<file path="src/hw/spsc_pkg.sv">
package spsc_pkg;

	localparam logic [5:0]  MOTOR_STEP_CONTROL_ONE_ADDR = 6'h05;
	localparam logic [15:0] MOTOR_STEP_CONTROL_ONE_RST  = 16'h0000;

	// ----------------------------------------
	// Field positions
	// ----------------------------------------
	localparam int ENABLE_BIT = 15;
	localparam int HOLD_BIT   = 14;
	localparam int ALT_MSB    = 13;
	localparam int ALT_LSB    = 11;
	localparam int PRIM_MSB   = 10;
	localparam int PRIM_LSB   = 8;
	localparam int DIR_BIT    = 7;
	localparam int PHASE_MSB  = 6;
	localparam int PHASE_LSB  = 1;
	localparam int PARITY_BIT = 0;

	localparam logic [1:0] THIRD_FN_MODE = 2'h1;
	localparam logic [1:0] THIRD_FN_HOLD = 2'h2;

	typedef enum logic [2:0] {
		SPSC_RES_SIXTEENTH = 3'h0,
		SPSC_RES_EIGHTH    = 3'h1,
		SPSC_RES_MINI      = 3'h2,
		SPSC_RES_HALF      = 3'h3,
		SPSC_RES_FULL      = 3'h4
	} spsc_res_t;

	// Codes 101..111 fold onto 1/16, so they step the counter by a stride of 1
	function automatic spsc_res_t spsc_decode(input logic [2:0] code);
		spsc_res_t r;
		case (code)
			3'h1: r = SPSC_RES_EIGHTH;
			3'h2: r = SPSC_RES_MINI;
			3'h3: r = SPSC_RES_HALF;
			3'h4: r = SPSC_RES_FULL;
			default: r = SPSC_RES_SIXTEENTH;
		endcase
		return r;
	endfunction

	function automatic logic [5:0] spsc_stride(input spsc_res_t r);
		logic [5:0] s;
		case (r)
			SPSC_RES_EIGHTH: s = 6'h02;
			SPSC_RES_MINI:   s = 6'h04;
			SPSC_RES_HALF:   s = 6'h08;
			SPSC_RES_FULL:   s = 6'h10;
			default:         s = 6'h01;
		endcase
		return s;
	endfunction

endpackage

</file>
<file path="src/hw/spsc_phase_step_ctrl.sv">
`timescale 1ns/100ps
module spsc_phase_step_ctrl
	import spsc_pkg::*;
(
	input  wire logic        sys_clk,
	input  wire logic        srst,
	input  wire logic        regWrStrobe,
	input  wire logic        regRdStrobe,
	input  wire logic [5:0]  regAddr,
	input  wire logic [15:0] regWrData,
	output logic      [15:0] regRdData,
	output logic             regRdValid,
	output logic             regParityErr,
	input  wire logic        stepPinUse,
	input  wire logic        directionPinUse,
	input  wire logic [1:0]  thirdInputFunction,
	input  wire logic        stallDetectedFlag,
	input  wire logic        autoHoldOnStall,
	input  wire logic        pwmPeriodStart,
	input  wire logic        stepInputPin,
	input  wire logic        directionInputPin,
	input  wire logic        modeOrHoldInputPin,
	output logic             bridgeEnable,
	output logic             holdActive,
	output logic      [2:0]  activeResolution,
	output logic      [5:0]  phasePositionCounter,
	output logic             stepDirection
);
	// ----------------------------------------
	// Pin synchronisers
	// ----------------------------------------
	logic stepSync;
	logic dirSync;
	logic modeSync;

	spsc_sync uStepSync (
		.sys_clk (sys_clk),
		.srst    (srst),
		.pinAsync(stepInputPin),
		.pinSync (stepSync)
	);
	spsc_sync uDirSync (
		.sys_clk (sys_clk),
		.srst    (srst),
		.pinAsync(directionInputPin),
		.pinSync (dirSync)
	);
	spsc_sync uModeSync (
		.sys_clk (sys_clk),
		.srst    (srst),
		.pinAsync(modeOrHoldInputPin),
		.pinSync (modeSync)
	);

	// ----------------------------------------
	// State
	// ----------------------------------------
	logic        enable_q,    enable_d;
	logic        hold_q,      hold_d;
	logic [2:0]  altRes_q,    altRes_d;
	logic [2:0]  primRes_q,   primRes_d;
	logic        dir_q,       dir_d;
	logic [5:0]  phase_q,     phase_d;
	logic [5:0]  pending_q,   pending_d;
	logic        pendValid_q, pendValid_d;
	logic        stepPrev_q,  stepPrev_d;
	logic [2:0]  actRes_q,    actRes_d;
	logic [15:0] rdData_q,    rdData_d;
	logic        rdValid_q,   rdValid_d;
	logic        parErr_q,    parErr_d;

	logic        wrHit;
	logic        wrOk;
	logic        stepEdge;
	logic        useAlt;
	logic [5:0]  stride;
	logic [15:0] image;

	// ----------------------------------------
	// Control next state
	// ----------------------------------------
	always_comb begin
		wrHit = regWrStrobe && (regAddr == MOTOR_STEP_CONTROL_ONE_ADDR);
		// Odd parity over the whole frame, P included
		wrOk = wrHit && (^regWrData);
		// Edge only counts while the pin is the step input
		stepEdge = stepPinUse && stepSync && !stepPrev_q;
		useAlt = stepPinUse && (thirdInputFunction == THIRD_FN_MODE)
			&& modeSync;
		stride = useAlt ? spsc_stride(spsc_decode(altRes_q))
			: spsc_stride(spsc_decode(primRes_q));

		enable_d    = enable_q;
		hold_d      = hold_q;
		altRes_d    = altRes_q;
		primRes_d   = primRes_q;
		dir_d       = dir_q;
		phase_d     = phase_q;
		pending_d   = pending_q;
		pendValid_d = pendValid_q;
		stepPrev_d  = stepSync;

		if (wrOk) begin
			enable_d  = regWrData[ENABLE_BIT];
			altRes_d  = regWrData[ALT_MSB:ALT_LSB];
			primRes_d = regWrData[PRIM_MSB:PRIM_LSB];
			// Unless the pin owns hold, a set always lands; a clear is held off during stall hold
			if (regWrData[HOLD_BIT] ||
				!(stallDetectedFlag && autoHoldOnStall)) begin
				hold_d = regWrData[HOLD_BIT];
			end
			if (!directionPinUse) begin
				dir_d = regWrData[DIR_BIT];
			end
		end

		// Pin ownership overrides host writes
		if (thirdInputFunction == THIRD_FN_HOLD) begin
			hold_d = modeSync;
		end
		if (directionPinUse) begin
			dir_d = dirSync;
		end

		if (stepPinUse) begin
			pendValid_d = 1'b0;
			if (stepEdge) begin
				// 6-bit arithmetic wraps modulo 64 by itself
				phase_d = dir_q ? phase_q - stride
					: phase_q + stride;
			end
		end else begin
			if (pwmPeriodStart && pendValid_q) begin
				phase_d     = pending_q;
				pendValid_d = 1'b0;
			end
			// A write in the same cycle waits for the next period
			if (wrOk) begin
				pending_d   = regWrData[PHASE_MSB:PHASE_LSB];
				pendValid_d = 1'b1;
			end
		end

		// Registered so the shown code moves with the stride it names
		actRes_d = useAlt ? altRes_q : primRes_q;
	end

	// ----------------------------------------
	// Read-back
	// ----------------------------------------
	always_comb begin
		image = 16'h0000;
		if (regAddr == MOTOR_STEP_CONTROL_ONE_ADDR) begin
			image[ENABLE_BIT]          = enable_q;
			image[HOLD_BIT]            = hold_q;
			image[ALT_MSB:ALT_LSB]     = altRes_q;
			image[PRIM_MSB:PRIM_LSB]   = primRes_q;
			image[DIR_BIT]             = dir_q;
			// Shows the applied angle, not the pending one
			image[PHASE_MSB:PHASE_LSB] = phase_q;
		end
		// Parity is made last so it covers whatever the image holds
		image[PARITY_BIT] = ~(^image[15:1]);
		rdData_d  = regRdStrobe ? image : rdData_q;
		rdValid_d = regRdStrobe;
		parErr_d  = wrHit && !wrOk;
	end

	// Frame holds until the next read, so a slow host may fetch it late
	always_ff @(posedge sys_clk) begin
		if (srst) begin
			rdData_q  <= 16'h0000;
			rdValid_q <= 1'b0;
			parErr_q  <= 1'b0;
		end else begin
			rdData_q  <= rdData_d;
			rdValid_q <= rdValid_d;
			parErr_q  <= parErr_d;
		end
	end

	// ----------------------------------------
	// Control registers
	// ----------------------------------------
	// Pending phase is cleared on reset, so no stale write lands later
	always_ff @(posedge sys_clk) begin
		if (srst) begin
			enable_q    <= MOTOR_STEP_CONTROL_ONE_RST[ENABLE_BIT];
			hold_q      <= MOTOR_STEP_CONTROL_ONE_RST[HOLD_BIT];
			altRes_q    <= MOTOR_STEP_CONTROL_ONE_RST[ALT_MSB:ALT_LSB];
			primRes_q   <= MOTOR_STEP_CONTROL_ONE_RST[PRIM_MSB:PRIM_LSB];
			dir_q       <= MOTOR_STEP_CONTROL_ONE_RST[DIR_BIT];
			phase_q     <= MOTOR_STEP_CONTROL_ONE_RST[PHASE_MSB:PHASE_LSB];
			pending_q   <= 6'h00;
			pendValid_q <= 1'b0;
			stepPrev_q  <= 1'b0;
			actRes_q    <= 3'h0;
		end else begin
			enable_q    <= enable_d;
			hold_q      <= hold_d;
			altRes_q    <= altRes_d;
			primRes_q   <= primRes_d;
			dir_q       <= dir_d;
			phase_q     <= phase_d;
			pending_q   <= pending_d;
			pendValid_q <= pendValid_d;
			stepPrev_q  <= stepPrev_d;
			actRes_q    <= actRes_d;
		end
	end

	// ----------------------------------------
	// Outputs
	// ----------------------------------------
	// Bridge logic outside turns all switches off while this is low
	assign bridgeEnable         = enable_q;
	assign holdActive           = hold_q;
	assign activeResolution     = actRes_q;
	assign phasePositionCounter = phase_q;
	assign stepDirection        = dir_q;
	assign regRdData            = rdData_q;
	assign regRdValid           = rdValid_q;
	assign regParityErr         = parErr_q;
endmodule

</file>
<file path="src/hw/spsc_sync.sv">
`timescale 1ns/100ps
module spsc_sync
	import spsc_pkg::*;
(
	input  wire logic sys_clk,
	input  wire logic srst,
	input  wire logic pinAsync,
	output logic      pinSync
);
	logic stage1_q;
	logic stage2_q;

	// First stage feeds only the second one
	always_ff @(posedge sys_clk) begin
		if (srst) begin
			stage1_q <= 1'b0;
			stage2_q <= 1'b0;
		end else begin
			stage1_q <= pinAsync;
			stage2_q <= stage1_q;
		end
	end

	assign pinSync = stage2_q;
endmodule

</file>
<file path="config.mk">
export PLATFORM = sky130hd
export DESIGN_NAME = spsc_phase_step_ctrl
export DESIGN_NICKNAME = d
export VERILOG_FILES = /design/src/hw/spsc_pkg.sv /design/src/hw/spsc_phase_step_ctrl.sv /design/src/hw/spsc_sync.sv
export SDC_FILE = /design/constraint.sdc
export NUM_CORES = 1
export LEC_CHECK = 0
export CORE_MARGIN = 4
export CORE_UTILIZATION = 60
export DETAILED_ROUTE_END_ITERATION = 7
export DONT_BUFFER_PORTS = 1
export HOLD_SLACK_MARGIN = 0.12
export MAX_ROUTING_LAYER = met4
export PLACE_DENSITY_LB_ADDON = 0.12
export SYNTH_ARGS = -nofsm -noshare
export SYNTH_HDL_FRONTEND = slang
export SYNTH_SLANG_ARGS = --single-unit
</file>
<file path="constraint.sdc">
create_clock -name sys_clk -period 3.8 [get_ports sys_clk]
set_input_delay 0.76 -clock sys_clk [delete_from_list [all_inputs] [get_ports sys_clk]]
set_output_delay 0.76 -clock sys_clk [all_outputs]
set_load 0.02 [all_outputs]
</file>
==> out/results.ini <==
[synthesis]
ys_ff_latch=50
ys_seq_area_share_pct=41.5
synth_async_sr_flop_share_pct=0
synth_nets=308
synth_ff_type=dfxtp_1
synth_edf_count=0
yosysTopAreaCellShare_pct=41.5
synthTopCellsByArea=dfxtp_1, xnor2_1, a22o_1
synthCells=265
syn_area_per_cell_um2=9.09
synth_cell_types=37
synth_area_um2=2410
synth_top_cell_by_area=dfxtp_1
synth.yosys.warnings=0

[route]
drcViolationCount=0
antenna_left=0
viasPerCell=5.79
drtIter0Drc=102
firstDrtPassIters=4
vias=1783
wl_per_cell_um=15.4
routed_wl_um=4730

[clock_network]
ctsHtreeMaxLevel=2
clk_path_buf_depth=2
numCtsBuffers=5
clkTransAtPathRegs_ns=0.09
cts_setup_buffers=0
cts_tree=done
clk_latency_ns=0.30
clkSinkCount=50
ctsHoldBuffers=0
ctsResizeCount=0
cts_root_buf=clkbuf_8

[placed_design]
place.gp.congestion=0.839
placed_area_um2=2420
numPortBuffers=0
pre_cts_ws_ns=0.444
dp_cells=300
dp_hpwl_um=3550

[layout]
antenna_cells=0
finalInstanceArea_um2=2530
fin_nets=302
area_growth_pct=4.88
layout-drive-gt1-share_pct=5.38
finalNonFillerCells=308
fillers=310
layout_commonest_cell=dfxtp_1
final_cell_mix=dfxtp_1, nor2_1, xnor2_1

[setup_path]
cp-end-kind=flip-flop
cpMaxStageDelayCell=ha_1
startpoint_type=input port
crit_path_frequent_cell=o21ai_0
cp_cell_sequence=nand4b_1 > buf_4 > a21oi_1 > ha_1 > o21ai_0 > ha_1 > nor2b_1 > o21ai_0 > a21boi_0 > o21ai_0 > and3_1 > o21ai_0 > a21oi_1
crit_family=compound AO/OA/AOI/OAI gates
cp_slowest_stage_delay_ns=0.29
worst-setup-path-type=in2reg
required_ns=4.03
worstPathMaxFanout=11
worst-path-buf-inv=1
cp.arrival_ns=3.32

[grt]
antenna_found_initial=0
grt_pass1_vias=1541
grt_pass1_wl_um=7610
gr-total-overflow=0
grt_usage_pct=19.3
grt_max_degree=39

[sta]
worst_slew_pin_slew_ns=0.804
slew_headroom_pct=46.2
skew_ns=0.00527
fin_crit_ns=3.09
rsz0062_at_grt=false
drv_slew=0
fin_ws_ns=0.709
tns_ns=0
setup_viol=0
final_hold_viol_count=0
period_share_pct=81.3
fmax_ghz=0.324

[floorplanning]
die_h_um=71.4
pin_count=66
initial_core_util_pct=63.9
num_rows=22
die_area_um2=5090
die_w_um=71.4
core_region_area_um2=3770

[power_and_ir_drop]
power_density_nw_per_um2=401
total_power_uw=1010
total_leakage_power_uw=0.000939
vdd_drop_max_mv=0.278

[run_status]
status=completed

[min_path]
hp-class=reg2reg

[run]
drv_cap=0

-- kinds of logic after synthesis --
kind of cell,share of synthesized area [%]
AOI/OAI and AO/OA,15.8
xor gates and xnor gates,12.4
buffers and inverters,3.84
DFF,41.5
adders and majority gates,3.95
muxes,5.50
and+or+nand+nor,17.0
-- where the power goes --
group	total, uW	internal [uW]	leakage, uW	switching, uW
sequential	542	531	0.000405	11.6
combinational	137	59.1	0.000479	77.5
clock	334	167	0.0000544	167
total	1010	757	0.000939	256
-- per-stage QoR --
stage,utilization (%),hold slack (ns)
finish,67.0,0.445
global route,67.0,0.455
CTS,67.0,0.451
detailed placement,64.2,0.428
global placement,64.2,0.418
floorplan,-,0.414
-- cells in the mapped netlist, types with 6 or more instances --
library cell   n
nor2b_1       13
xnor2_1       25
inv_1          8
o21ai_0       14
nand2_1       16
a31oi_1        6
a21oi_1       21
clkbuf_1       8
ha_1           6
dfxtp_1       50
mux2i_1       11
nor2_1        28
a22o_1        13
xor2_1         9
-- final cells by class --
type | instances | area, um2 | share of cell area (%)
multi-input combinational | 192 | 1320 | 52.1
timing repair buffer | 2 | 15.0 | 0.594
clock inverter | 1 | 8.76 | 0.347
tap | 48 | 60.1 | 2.38
sequential | 50 | 1000 | 39.6
inverter | 8 | 30.0 | 1.19
clock buffer | 7 | 96.3 | 3.81
-- state kept, by name (all words and copies together) (netlist names) --
| name | count |
|---|---|
| bridgeEnable | 1 |
| uStepSync.stage1_q | 1 |
| pending_q | 6 |
| activeResolution | 3 |
| regRdValid | 1 |
| uModeSync.stage1_q | 1 |
| uDirSync.stage1_q | 1 |
| regRdData | 16 |
| uDirSync.pinSync | 1 |
| pendValid_q | 1 |
| primRes_q | 3 |
| stepDirection | 1 |
| uStepSync.pinSync | 1 |
| uModeSync.pinSync | 1 |
| holdActive | 1 |
| stepPrev_q | 1 |
| phasePositionCounter | 6 |
| altRes_q | 3 |
| regParityErr | 1 |
-- final timing paths --
path / startpoint / endpoint / slack [ns] / depth (start not counted)
min reg2reg: uStepSync.stage1_q / uStepSync.pinSync / 0.45 / 1
min: uStepSync.stage1_q / uStepSync.pinSync / 0.45 / 1
max reg2reg: altRes_q[2] / phasePositionCounter[5] / 0.78 / 13
max: thirdInputFunction[1] / phasePositionCounter[5] / 0.71 / 13
-- routing by layer --
metal	wire length, um	GRT usage (%)	vias to the layer above	share of wire (%)
met4	80	6.89	0	1.7
li1	-	-	899	-
met1	2060	23.9	818	44
met5	0	-	-	0
met3	335	5.33	7	7.1
met2	2260	30.2	59	48
(Power assumes the default switching activity.)
